$ cat config.mk
export PLATFORM = sky130hd
export DESIGN_NAME = pmr_regs
export DESIGN_NICKNAME = d
export VERILOG_FILES = /design/src/rtl/pmr_pkg.sv /design/src/rtl/pmr_regs.sv
export SDC_FILE = /design/constraint.sdc
export NUM_CORES = 2
export LEC_CHECK = 0
export BUFFER_PORTS_ARGS = -buffer_cell sky130_fd_sc_hd__buf_4
export CELL_PAD_IN_SITES_DETAIL_PLACEMENT = 0
export CELL_PAD_IN_SITES_GLOBAL_PLACEMENT = 2
export CORE_ASPECT_RATIO = 0.8
export CORE_MARGIN = 2
export CORE_UTILIZATION = 40
export CTS_CLUSTER_DIAMETER = 80
export DETAILED_ROUTE_END_ITERATION = 8
export PLACE_DENSITY_LB_ADDON = 0.1
export SKIP_CTS_REPAIR_TIMING = 1
export SLEW_MARGIN = 10
export SYNTH_ARGS = -nofsm -noshare
export SYNTH_HDL_FRONTEND = slang
export SYNTH_SLANG_ARGS = --single-unit
$ cat constraint.sdc
create_clock -name sys_clk_in -period 13.1 [get_ports sys_clk_in]
set_input_delay 1.31 -clock sys_clk_in [delete_from_list [all_inputs] [get_ports sys_clk_in]]
set_output_delay 1.31 -clock sys_clk_in [all_outputs]
set_load 0.01 [all_outputs]
$ cat src/rtl/pmr_pkg.sv
// Package: register map, reset values and field positions of the result/peak/warning bank
// Notes on behaviour
// - Bus voltage result is read-only; 13-bit count in bits 15..3, bits 2..0 zero.
// - In the 16 V range bit 15 of the bus voltage result reads zero.
// - Power result equals current magnitude times bus voltage count divided by 5000, read-only.
// - Current result equals shunt voltage times calibration value bits 14..0, read-only.
// - Negative current is two's complement with sign in bit 15.
// - Writing one to bit 0 of a peak register restores its reset value.
// - Shunt high peak keeps the largest signed shunt value; resets to 8000.
// - Shunt low peak keeps the smallest signed shunt value; resets to 7FFF.
// - Bus high peak keeps the largest bus voltage, same layout; resets to zero.
// - Bus low peak keeps the smallest bus voltage; resets to FFF8.
// - Power peak keeps the largest power result; resets to zero.
// - Shunt above high limit sets its flag; warning pin only if enabled.
// - Shunt below low limit sets its flag; warning pin only if enabled.
// - Power above its limit sets its flag; warning pin only if enabled.
// - Shunt limits are signed 16-bit, 10 uV step, full scale +/-32000.
// - Power limit compares directly against the power result, same scaling.
// - Warning delay lives in another register, not in these limit registers.
// - Bus over-voltage limit: bits 15..3 limit, bit 1 polarity, bit 0 latch.
// - Bus voltage above over-voltage limit sets its flag; pin only if enabled.
// - Polarity one makes warning assert high; zero, the default, asserts low.
// - Latch one holds warning once triggered; zero makes it follow comparisons.
package pmr_pkg;
	localparam logic [7:0] ADDR_BUS_RESULT = 8'h04;
	localparam logic [7:0] ADDR_POWER_RESULT = 8'h05;
	localparam logic [7:0] ADDR_CURRENT_RESULT = 8'h06;
	localparam logic [7:0] ADDR_SHUNT_HIGH_PEAK = 8'h07;
	localparam logic [7:0] ADDR_SHUNT_LOW_PEAK = 8'h08;
	localparam logic [7:0] ADDR_BUS_HIGH_PEAK = 8'h09;
	localparam logic [7:0] ADDR_BUS_LOW_PEAK = 8'h0A;
	localparam logic [7:0] ADDR_POWER_PEAK = 8'h0B;
	localparam logic [7:0] ADDR_SHUNT_HIGH_LIMIT = 8'h0C;
	localparam logic [7:0] ADDR_SHUNT_LOW_LIMIT = 8'h0D;
	localparam logic [7:0] ADDR_POWER_LIMIT = 8'h0E;
	localparam logic [7:0] ADDR_BUS_OV_LIMIT = 8'h0F;
	// Reset values
	localparam logic [15:0] RST_ZERO = 16'h0000;
	localparam logic [15:0] RST_SHUNT_HIGH_PEAK = 16'h8000;
	localparam logic [15:0] RST_SHUNT_LOW_PEAK = 16'h7FFF;
	localparam logic [15:0] RST_BUS_LOW_PEAK = 16'hFFF8;
	// Field positions
	localparam int PEAK_CLEAR_POS = 0;
	localparam int WARN_LATCH_POS = 0;
	localparam int WARN_POLARITY_POS = 1;
	localparam int BUS_FIELD_LSB = 3;
	localparam int BUS_TOP_POS = 15;
	// Power divisor and saturation
	localparam logic [28:0] POWER_DIVISOR = 29'd5000;
	localparam logic [15:0] POWER_SAT = 16'hFFFF;
endpackage : pmr_pkg

$ cat src/rtl/pmr_regs.sv
// Module: result, peak-hold and warning-limit register bank of the power monitor
module pmr_regs #(
	parameter int DATA_W = 16,
	parameter int BUS_W = 13
) (
	input wire logic sys_clk_in,
	input wire logic reset_n_in,
	input wire logic ce_in,
	// Conversion results from the measurement logic
	input wire logic conv_valid_in,
	input wire logic [15:0] shunt_volt_in,
	input wire logic [15:0] calibration_in,
	input wire logic [12:0] bus_volt_count_in,
	input wire logic bus_range_16v_in,
	input wire logic warn_output_enable_in,
	// Register port from the two-wire serial bus engine
	input wire logic [7:0] reg_addr_in,
	input wire logic reg_wr_in,
	input wire logic [15:0] reg_wdata_in,
	output logic [15:0] reg_rdata_out,
	// Status flags and warning pin
	output logic shunt_high_warn_flag_out,
	output logic shunt_low_warn_flag_out,
	output logic power_warn_flag_out,
	output logic bus_overvolt_warn_flag_out,
	output logic warn_level_out,
	output logic warn_oe_out
);
	// ----------------------------------------------------------------
	// Elaboration checks
	// ----------------------------------------------------------------
	if (DATA_W != 16 || BUS_W != 13) begin : g_bad_width
		$error("pmr_regs supports only 16-bit registers with 13-bit bus field");
	end

	// ----------------------------------------------------------------
	// Reset synchroniser
	// ----------------------------------------------------------------
	logic rst_meta_r;
	logic rst_sync_r;
	// Release reset through two flops
	always_ff @(posedge sys_clk_in or negedge reset_n_in) begin
		if (!reset_n_in) begin
			rst_meta_r <= 1'b0;
			rst_sync_r <= 1'b0;
		end else begin
			rst_meta_r <= 1'b1;
			rst_sync_r <= rst_meta_r;
		end
	end
	wire rst_n = rst_sync_r;

	// ----------------------------------------------------------------
	// Registers
	// ----------------------------------------------------------------
	logic [15:0] bus_volt_bits_r;
	logic [15:0] power_bits_r;
	logic [15:0] current_bits_r;
	logic [15:0] shunt_high_peak_bits_r;
	logic [15:0] shunt_low_peak_bits_r;
	logic [15:0] bus_high_peak_bits_r;
	logic [15:0] bus_low_peak_bits_r;
	logic [15:0] power_peak_bits_r;
	logic [15:0] shunt_high_warn_limit_r;
	logic [15:0] shunt_low_warn_limit_r;
	logic [15:0] power_warn_bits_r;
	logic [15:0] bus_overvolt_warn_bits_r;
	logic shunt_high_flag_r;
	logic shunt_low_flag_r;
	logic power_flag_r;
	logic bus_ov_flag_r;
	logic warn_any_r;
	logic warn_latched_r;
	logic [15:0] rdata_r;

	// ----------------------------------------------------------------
	// Write decode
	// ----------------------------------------------------------------
	wire wr_en = ce_in & reg_wr_in;
	wire clr_bit = reg_wdata_in[pmr_pkg::PEAK_CLEAR_POS];
	wire clr_shunt_high = wr_en & clr_bit & (reg_addr_in == pmr_pkg::ADDR_SHUNT_HIGH_PEAK);
	wire clr_shunt_low = wr_en & clr_bit & (reg_addr_in == pmr_pkg::ADDR_SHUNT_LOW_PEAK);
	wire clr_bus_high = wr_en & clr_bit & (reg_addr_in == pmr_pkg::ADDR_BUS_HIGH_PEAK);
	wire clr_bus_low = wr_en & clr_bit & (reg_addr_in == pmr_pkg::ADDR_BUS_LOW_PEAK);
	wire clr_power = wr_en & clr_bit & (reg_addr_in == pmr_pkg::ADDR_POWER_PEAK);
	wire wr_shunt_high_lim = wr_en & (reg_addr_in == pmr_pkg::ADDR_SHUNT_HIGH_LIMIT);
	wire wr_shunt_low_lim = wr_en & (reg_addr_in == pmr_pkg::ADDR_SHUNT_LOW_LIMIT);
	wire wr_power_lim = wr_en & (reg_addr_in == pmr_pkg::ADDR_POWER_LIMIT);
	wire wr_bus_ov_lim = wr_en & (reg_addr_in == pmr_pkg::ADDR_BUS_OV_LIMIT);
	wire conv = ce_in & conv_valid_in;

	// ----------------------------------------------------------------
	// Result arithmetic
	// ----------------------------------------------------------------
	// Bus voltage word: count in 15..3, top bit forced low in 16 V range
	wire bus_top = bus_volt_count_in[12] & ~bus_range_16v_in;
	wire [15:0] bus_word = {bus_top, bus_volt_count_in[11:0], 3'b000};
	wire [12:0] bus_count = bus_word[15:3];
	// Current is shunt times calibration bits 14..0, low 16 bits kept two's complement
	wire signed [31:0] current_full = $signed(shunt_volt_in) * $signed({1'b0, calibration_in[14:0]});
	wire [15:0] current_word = current_full[15:0];
	// Power uses current magnitude times bus count over the divisor
	wire [15:0] current_mag = current_word[15] ? 16'(-current_word) : current_word;
	wire [28:0] power_prod = current_mag * bus_count;
	wire [28:0] power_quot = power_prod / pmr_pkg::POWER_DIVISOR;
	wire [15:0] power_word = (|power_quot[28:16]) ? pmr_pkg::POWER_SAT : power_quot[15:0];

	// ----------------------------------------------------------------
	// Peak tracking bases: a clear restores the reset value first,
	// so a conversion in the same cycle still lands in the peak
	// ----------------------------------------------------------------
	wire [15:0] shunt_high_base = clr_shunt_high ? pmr_pkg::RST_SHUNT_HIGH_PEAK
		: shunt_high_peak_bits_r;
	wire [15:0] shunt_low_base = clr_shunt_low ? pmr_pkg::RST_SHUNT_LOW_PEAK
		: shunt_low_peak_bits_r;
	wire [15:0] bus_high_base = clr_bus_high ? pmr_pkg::RST_ZERO : bus_high_peak_bits_r;
	wire [15:0] bus_low_base = clr_bus_low ? pmr_pkg::RST_BUS_LOW_PEAK : bus_low_peak_bits_r;
	wire [15:0] power_base = clr_power ? pmr_pkg::RST_ZERO : power_peak_bits_r;

	// Peak comparisons, signed for shunt, unsigned for bus and power
	wire shunt_new_high = $signed(shunt_volt_in) > $signed(shunt_high_base);
	wire shunt_new_low = $signed(shunt_volt_in) < $signed(shunt_low_base);
	wire bus_new_high = bus_word[15:3] > bus_high_base[15:3];
	wire bus_new_low = bus_word[15:3] < bus_low_base[15:3];
	wire power_new_high = power_word > power_base;

	// Next peak values
	wire [15:0] shunt_high_nxt = (conv & shunt_new_high) ? shunt_volt_in : shunt_high_base;
	wire [15:0] shunt_low_nxt = (conv & shunt_new_low) ? shunt_volt_in : shunt_low_base;
	wire [15:0] bus_high_nxt = (conv & bus_new_high) ? bus_word : bus_high_base;
	wire [15:0] bus_low_nxt = (conv & bus_new_low) ? bus_word : bus_low_base;
	wire [15:0] power_peak_nxt = (conv & power_new_high) ? power_word : power_base;

	// ----------------------------------------------------------------
	// Warning comparisons against new results
	// ----------------------------------------------------------------
	wire cmp_shunt_high = $signed(shunt_volt_in) > $signed(shunt_high_warn_limit_r);
	wire cmp_shunt_low = $signed(shunt_volt_in) < $signed(shunt_low_warn_limit_r);
	wire cmp_power = power_word > power_warn_bits_r;
	wire cmp_bus_ov = bus_count > bus_overvolt_warn_bits_r[15:3];
	// Any condition, gated by the output enable
	wire warn_any_nxt = warn_output_enable_in
		& (cmp_shunt_high | cmp_shunt_low | cmp_power | cmp_bus_ov);
	wire latch_on = bus_overvolt_warn_bits_r[pmr_pkg::WARN_LATCH_POS];
	wire polarity_high = bus_overvolt_warn_bits_r[pmr_pkg::WARN_POLARITY_POS];

	// ----------------------------------------------------------------
	// Result registers, updated once per conversion
	// ----------------------------------------------------------------
	always_ff @(posedge sys_clk_in or negedge rst_n) begin
		if (!rst_n) begin
			bus_volt_bits_r <= pmr_pkg::RST_ZERO;
			power_bits_r <= pmr_pkg::RST_ZERO;
			current_bits_r <= pmr_pkg::RST_ZERO;
		end else if (conv) begin
			bus_volt_bits_r <= bus_word;
			power_bits_r <= power_word;
			current_bits_r <= current_word;
		end
	end

	// Peak-hold registers
	always_ff @(posedge sys_clk_in or negedge rst_n) begin
		if (!rst_n) begin
			shunt_high_peak_bits_r <= pmr_pkg::RST_SHUNT_HIGH_PEAK;
			shunt_low_peak_bits_r <= pmr_pkg::RST_SHUNT_LOW_PEAK;
			bus_high_peak_bits_r <= pmr_pkg::RST_ZERO;
			bus_low_peak_bits_r <= pmr_pkg::RST_BUS_LOW_PEAK;
			power_peak_bits_r <= pmr_pkg::RST_ZERO;
		end else if (ce_in) begin
			shunt_high_peak_bits_r <= shunt_high_nxt;
			shunt_low_peak_bits_r <= shunt_low_nxt;
			bus_high_peak_bits_r <= bus_high_nxt;
			bus_low_peak_bits_r <= bus_low_nxt;
			power_peak_bits_r <= power_peak_nxt;
		end
	end

	// Warning limit registers, written by the host
	always_ff @(posedge sys_clk_in or negedge rst_n) begin
		if (!rst_n) begin
			shunt_high_warn_limit_r <= pmr_pkg::RST_ZERO;
			shunt_low_warn_limit_r <= pmr_pkg::RST_ZERO;
			power_warn_bits_r <= pmr_pkg::RST_ZERO;
			bus_overvolt_warn_bits_r <= pmr_pkg::RST_ZERO;
		end else begin
			if (wr_shunt_high_lim) shunt_high_warn_limit_r <= reg_wdata_in;
			if (wr_shunt_low_lim) shunt_low_warn_limit_r <= reg_wdata_in;
			if (wr_power_lim) power_warn_bits_r <= reg_wdata_in;
			if (wr_bus_ov_lim) bus_overvolt_warn_bits_r <= {reg_wdata_in[15:3], 1'b0,
				reg_wdata_in[1:0]};
		end
	end

	// Status flags and warning condition, once per conversion
	always_ff @(posedge sys_clk_in or negedge rst_n) begin
		if (!rst_n) begin
			shunt_high_flag_r <= 1'b0;
			shunt_low_flag_r <= 1'b0;
			power_flag_r <= 1'b0;
			bus_ov_flag_r <= 1'b0;
			warn_any_r <= 1'b0;
		end else if (conv) begin
			shunt_high_flag_r <= cmp_shunt_high;
			shunt_low_flag_r <= cmp_shunt_low;
			power_flag_r <= cmp_power;
			bus_ov_flag_r <= cmp_bus_ov;
			warn_any_r <= warn_any_nxt;
		end
	end

	// Latched warning: sets on any condition, drops only with latch off
	wire warn_latched_nxt = latch_on & (warn_latched_r | (conv & warn_any_nxt));
	always_ff @(posedge sys_clk_in or negedge rst_n) begin
		if (!rst_n) begin
			warn_latched_r <= 1'b0;
		end else if (ce_in) begin
			warn_latched_r <= warn_latched_nxt;
		end
	end

	// ----------------------------------------------------------------
	// Read mux, registered one cycle after the address
	// ----------------------------------------------------------------
	logic [15:0] rdata_nxt;
	always_comb begin
		unique case (reg_addr_in)
			pmr_pkg::ADDR_BUS_RESULT: rdata_nxt = bus_volt_bits_r;
			pmr_pkg::ADDR_POWER_RESULT: rdata_nxt = power_bits_r;
			pmr_pkg::ADDR_CURRENT_RESULT: rdata_nxt = current_bits_r;
			pmr_pkg::ADDR_SHUNT_HIGH_PEAK: rdata_nxt = shunt_high_peak_bits_r;
			pmr_pkg::ADDR_SHUNT_LOW_PEAK: rdata_nxt = shunt_low_peak_bits_r;
			pmr_pkg::ADDR_BUS_HIGH_PEAK: rdata_nxt = bus_high_peak_bits_r;
			pmr_pkg::ADDR_BUS_LOW_PEAK: rdata_nxt = bus_low_peak_bits_r;
			pmr_pkg::ADDR_POWER_PEAK: rdata_nxt = power_peak_bits_r;
			pmr_pkg::ADDR_SHUNT_HIGH_LIMIT: rdata_nxt = shunt_high_warn_limit_r;
			pmr_pkg::ADDR_SHUNT_LOW_LIMIT: rdata_nxt = shunt_low_warn_limit_r;
			pmr_pkg::ADDR_POWER_LIMIT: rdata_nxt = power_warn_bits_r;
			pmr_pkg::ADDR_BUS_OV_LIMIT: rdata_nxt = bus_overvolt_warn_bits_r;
			default: rdata_nxt = pmr_pkg::RST_ZERO;
		endcase
	end
	always_ff @(posedge sys_clk_in or negedge rst_n) begin
		if (!rst_n) begin
			rdata_r <= pmr_pkg::RST_ZERO;
		end else if (ce_in) begin
			rdata_r <= rdata_nxt;
		end
	end

	// ----------------------------------------------------------------
	// Outputs
	// ----------------------------------------------------------------
	// Delay of the pin is applied downstream, not in these registers
	wire warn_asserted = latch_on ? warn_latched_r : warn_any_r;
	assign reg_rdata_out = rdata_r;
	assign shunt_high_warn_flag_out = shunt_high_flag_r;
	assign shunt_low_warn_flag_out = shunt_low_flag_r;
	assign power_warn_flag_out = power_flag_r;
	assign bus_overvolt_warn_flag_out = bus_ov_flag_r;
	assign warn_level_out = polarity_high ? warn_asserted : ~warn_asserted;
	// Open-collector: pull low whenever the level is low
	assign warn_oe_out = ~warn_level_out;
endmodule : pmr_regs

## After elaboration in Yosys (flattened, before gate mapping)

Cells that the tools add are included.

| word-level totals | value |
|---|---|
| register bits | 212 |
| input bits | 76 |
| output and inout bits | 22 |
| logic and storage cells | 96 |

| cells by class | value |
|---|---|
| add/subtract/negate cells | 1 |
| multipliers | 2 |
| divide/modulo/power cells | 1 |
| magnitude comparators | 9 |
| equal/unequal tests | 12 |
| muxes and demuxes | 15 |
| bitwise logic cells | 28 |
| reduce and logical (&&, ||, !) cells | 5 |

Operators with widths:

| operator | number |
|---|---|
| $mux W16 | 12 |
| $pmux W16 S12 | 1 |
| $eq A8 B4 Y1 const B | 8 |
| $gt A16 B16 Y1 | 4 |
| $eq A8 B3 Y1 const B | 4 |
| $lt A16 B16 Y1 | 2 |
| $div A29 B13 Y29 const B | 1 |
| $mul A16 B13 Y29 | 1 |
| $gt A13 B13 Y1 | 2 |
| $and A1 B1 Y1 | 21 |
| $mul A16 B16 Y16 | 1 |
| $neg A16 Y16 | 1 |
| $lt A13 B13 Y1 | 1 |
| $reduce_or A13 Y1 | 1 |
| $or A1 B1 Y1 | 4 |
| $reduce_and A2 Y1 | 2 |
| $reduce_bool A2 Y1 | 2 |
| $not A1 Y1 | 3 |
| $mux W1 | 2 |

## Longest topological paths before layout

| depth | value |
|---|---|
| word-level depth | 14 |
| depth in mapped cells | 118 |
| gate-level depth less buffers | 103 |

## Worst setup path before layout

No wires, ideal clock.

| path | value |
|---|---|
| kind | input -> register |
| from | in shunt_volt_in[0] |
| to | reg power_peak_bits_r[10] |
| library setup time | 0.083 ns |
| data arrival time | 26.358 ns |
| data required time | 13.017 ns |
| setup slack | -13.341 ns |
| stages on the path | 106 |
| path buffers | 7 |
| path through | clkbuf_1 -> clkbuf_1 -> nand2_1 -> fa_1 -> inv_1 -> fa_1 -> ha_1 -> fa_1 -> inv_1 -> fa_1 -> fa_1 -> inv_1 -> ha_1 -> inv_1 -> o21bai_1 -> a21oi_1 -> o21bai_1 -> a21oi_1 -> (+70 left out) -> a221oi_1 -> a221oi_1 -> a31o_1 -> a21oi_1 -> ha_1 -> o22ai_1 -> o21ai_0 -> nand2b_1 -> a21oi_1 -> nor2b_1 -> o21ai_0 -> nand2b_1 -> a221oi_1 -> a311o_1 -> clkbuf_1 -> buf_1 -> nand3_1 -> o21ai_0 |

| between the ends | value |
|---|---|
| word-level cells in the longest chain between the ends | 10 |

RTL lines:

| element | line | source |
|---|---|---|
| from (decl) | pmr_regs.sv:11 | `input wire logic [15:0] shunt_volt_in,` |
| $mul A16 B16 Y16 * | pmr_regs.sv:100 | `wire signed [31:0] current_full = $signed(shunt_volt_in) * $signed({1'b0, calibration_in[14:0]});` |
| $neg A16 Y16 | pmr_regs.sv:103 | `wire [15:0] current_mag = current_word[15] ? 16'(-current_word) : current_word;` |
| $mux W16 * | pmr_regs.sv:103 |  |
| $mul A16 B13 Y29 * | pmr_regs.sv:104 | `wire [28:0] power_prod = current_mag * bus_count;` |
| $div A29 B13 Y29 * | pmr_regs.sv:105 | `wire [28:0] power_quot = power_prod / pmr_pkg::POWER_DIVISOR;` |
| $reduce_or A13 Y1 | pmr_regs.sv:106 | `wire [15:0] power_word = (\|power_quot[28:16]) ? pmr_pkg::POWER_SAT : power_quot[15:0];` |
| $mux W16 * | pmr_regs.sv:106 |  |
| $gt A16 B16 Y1 | pmr_regs.sv:125 | `wire power_new_high = power_word > power_base;` |
| $and A1 B1 Y1 | pmr_regs.sv:132 | `wire [15:0] power_peak_nxt = (conv & power_new_high) ? power_word : power_base;` |
| $mux W16 * | pmr_regs.sv:132 |  |
| to (signal assigned) | pmr_regs.sv:169 | `power_peak_bits_r <= pmr_pkg::RST_ZERO;` |
| to (signal assigned) | pmr_regs.sv:175 | `power_peak_bits_r <= power_peak_nxt;` |
| to (decl) | pmr_regs.sv:63 | `logic [15:0] power_peak_bits_r;` |

Mark *: on every way between the ends. The rest lies on a longest branch, timed or not.
A chain may end at the register's enable or synchronous reset.

## Final worst setup path

| path | value |
|---|---|
| from | in shunt_volt_in[6] |
| to | reg power_peak_bits_r[3] |

The elaborated chain is that of the path after synthesis.

==> impl_metrics.env <==
export IMPL_synth_edf_count=0
export IMPL_finClkSkew_ns=0.0233
export IMPL_worstPathArrival_ns=26.11
export IMPL_grt_pass1_vias=31400
export IMPL_critPathKind="primary input to flip-flop"
export IMPL_cts_sinks=206
export IMPL_routed_wl_mm=112
export IMPL_drt_met1_wl_mm=53.6
export IMPL_grt_max_degree=77
export IMPL_track_usage_pct=28.0
export IMPL_cts_root_buffer="clkbuf_16"
export IMPL_syn_avg_cell_area_sq_um=8.16
export IMPL_synth_nets=4287
export IMPL_io_pins=98
export IMPL_fin_cells=5682
export IMPL_nNetsFinal=5218
export IMPL_multiInputGateArea_sq_mm=0.0254
export IMPL_antenna_found_initial=2
export IMPL_max_freq_ghz=0.0389
export IMPL_clock_latency_ns=0.53
export IMPL_die_area_sq_mm=0.0782
export IMPL_setup_viol=34
export IMPL_synth_ff_type="dfrtp_1"
export IMPL_htreeDepth=1
export IMPL_drive_above_1_share_pct=33.7
export IMPL_setup_slack_ns=-12.60
export IMPL_cts_made_buffers=23
export IMPL_clock_path_buffers=3
export IMPL_core_sq_mm=0.0753
export IMPL_max_cap_violations=0
export IMPL_routed_via_density=5.45
export IMPL_ys_async_sr_fraction_pct=100
export IMPL_drtIter0Drc=2411
export IMPL_netlist_area_sq_mm=0.0304
export IMPL_grt_setup_unrepaired="true"
export IMPL_path_max_fanout=7
export IMPL_slowest_delay_ns=0.59
export IMPL_endpoint_kind="flip-flop"
export IMPL_fin_crit_ns=25.70
export IMPL_max_slew_worst_pin_slew_ns=1.20
export IMPL_timing_final_crit_share_pct=196
export IMPL_fin_setup_tns_ns=-321.22
export IMPL_violations="setup timing"
export IMPL_area_delta_synth_final_pct=39.5
export IMPL_dp_slack_ns=-13.64
export IMPL_routed_wl_met2_mm=49.3
export IMPL_relSlewSlack_pct=19.6
export IMPL_place_detailed_hpwl_mm=92.7
export IMPL_place_gp_congestion=0.942
export IMPL_cp_required_ns=13.51
export IMPL_placed_area_sq_mm=0.0396
export IMPL_final_antenna_net_count=0
export IMPL_route_met3_wl_mm=6.40
export IMPL_ys_warn_count=0
export IMPL_slowest_stage="fa_1"
export IMPL_dpl_cell_count=5565
export IMPL_vias=31000
export IMPL_layout_commonest_cell="buf_4"
export IMPL_port_buffers=96
export IMPL_die_h_um=250
export IMPL_final_cell_mix="1009 x buf_4, 429 x nand2_1, 416 x inv_1"
export IMPL_rows=90
export IMPL_avgRoutedWirePerCell_um=19.6
export IMPL_ys_types=132
export IMPL_final_area_sq_mm=0.0424
export IMPL_synth_seq_area_share_pct=17.1
export IMPL_grt_pass1_wl_mm=175
export IMPL_hold_viol_final=0
export IMPL_start_kind="primary input"
export IMPL_register_area_sq_mm=0.00519
export IMPL_grt_overflow=0
export IMPL_cts_tree="yes"
export IMPL_status="complete, but fails checks"
export IMPL_maxSlewViolCount=0
export IMPL_die_w_um=312
export IMPL_syn_inst=3721
export IMPL_min_path_type="flip-flop to flip-flop"
export IMPL_synth_seq_cells=206
export IMPL_drc=0
export IMPL_top_layer_used="met4"
export IMPL_cts_clk_slew_worst_paths_ns=0.06
export IMPL_start_util_pct=40.3
export IMPL_firstDrtPassIters=6
export IMPL_fillCellCount=6967
[final cells by class]
type | count | share of cell area (%)
Multi-Input combinational cell | 2940 | 59.8
Timing Repair Buffer | 1056 | 19.5
Sequential cell | 206 | 12.3
Inverter | 425 | 3.76
Tap cell | 1012 | 2.99
Clock buffer | 37 | 1.55
Clock inverter | 5 | 0.127
Antenna cell | 1 | 0.00590
[cells by family after synthesis]
kind of cell             share of synthesized area (%)
AND/OR/NAND/NOR                                   20.9
AO/OA/AOI/OAI                                     21.4
buffers and inverters                             7.22
adder cells (fa/ha/maj)                           26.4
flip-flops                                        17.1
XOR/XNOR                                          4.86
multiplexers                                      2.13
other                                           0.0123
[worst paths after layout]
| path | start | end | slack, ns | depth (start not counted) |
|---|---|---|---|---|
| max | shunt_volt_in[6] | power_peak_bits_r[3]$_DFFE_PN0P_ | -12.60 | 113 |
| min | rst_meta_r$_DFF_PN0_ | rst_n$_DFF_PN0_ | 0.36 | 0 |
| max reg2reg | shunt_low_warn_limit_r[1]$_DFFE_PN0P_ | warn_latched_r$_DFFE_PN0P_ | 9.24 | 25 |
| min reg2reg | rst_meta_r$_DFF_PN0_ | rst_n$_DFF_PN0_ | 0.36 | 0 |
| max in group asynchronous | rst_n$_DFF_PN0_ | current_bits_r[1]$_DFFE_PN0P_ | 11.10 | 1 |
| min in group asynchronous | rst_n$_DFF_PN0_ | power_peak_bits_r[0]$_DFFE_PN0P_ | 0.42 | 0 |
[worst max-delay path, delay by kind of cell]
family	cells	cell delay, ns
adder cells (fa/ha/maj)	14	5.87
AND/OR/NAND/NOR	20	3.71
multiplexers	3	1.04
AO/OA/AOI/OAI	51	10.63
buffers and inverters	21	2.73
XOR/XNOR	4	0.78
[metrics by stage]
| stage | hold slack [ns] | utilization, % |
|---|---|---|
| 2_1_floorplan | 0.331 | - |
| 3_3_place_gp | 0.342 | 52.5 |
| 3_5_place_dp | 0.343 | 52.5 |
| 4_1_cts | 0.362 | 53.5 |
| 5_1_grt | 0.369 | 56.3 |
| 6_report | 0.355 | 56.3 |
[cell usage after synthesis (all sizes together) (24+ instances only)]
cell type / instances / area [sq um]
o21a: 31 / 240
nand3: 87 / 435
mux2: 36 / 413
ha: 256 / 3200
o21ai: 249 / 1270
nand2: 445 / 1680
inv: 419 / 1570
a22oi: 46 / 359
a31oi: 35 / 253
buf: 34 / 164
dfrtp: 177 / 4430
dfstp: 29 / 762
nor3: 72 / 387
clkbuf: 116 / 435
nand2b: 55 / 344
o211ai: 40 / 305
or2: 30 / 188
a21oi: 178 / 932
nor2: 256 / 978
a21o: 36 / 270
xor2: 45 / 402
xnor2: 116 / 1080
and3: 37 / 231
a22o: 27 / 236
nor2b: 36 / 225
a221oi: 27 / 267
nand4: 55 / 350
and2: 157 / 985
o22ai: 32 / 226
a211oi: 24 / 220
fa: 234 / 4680
[state kept, by name, summed over array words and instances, names as in the netlist, 13 cells and up]
register and count:
bus_low_peak_bits_r 13, shunt_high_peak_bits_r 16, power_warn_bits_r 16, bus_volt_bits_r 13
reg_rdata_out 16, bus_high_peak_bits_r 13, shunt_high_warn_limit_r 16, power_peak_bits_r 16
power_bits_r 16, current_bits_r 16, shunt_low_warn_limit_r 16, shunt_low_peak_bits_r 16
bus_overvolt_warn_bits_r 15
[metal layers]
metal  GRT usage (%)  up-vias
met5               0        -
met4            5.27        0
met3            4.24      113
met2            43.8      742
met1            41.1    15300
li1                -    14800
Power is not shown: default switching activity piles up to over one toggle a cycle in this logic, so the estimate is an artifact.
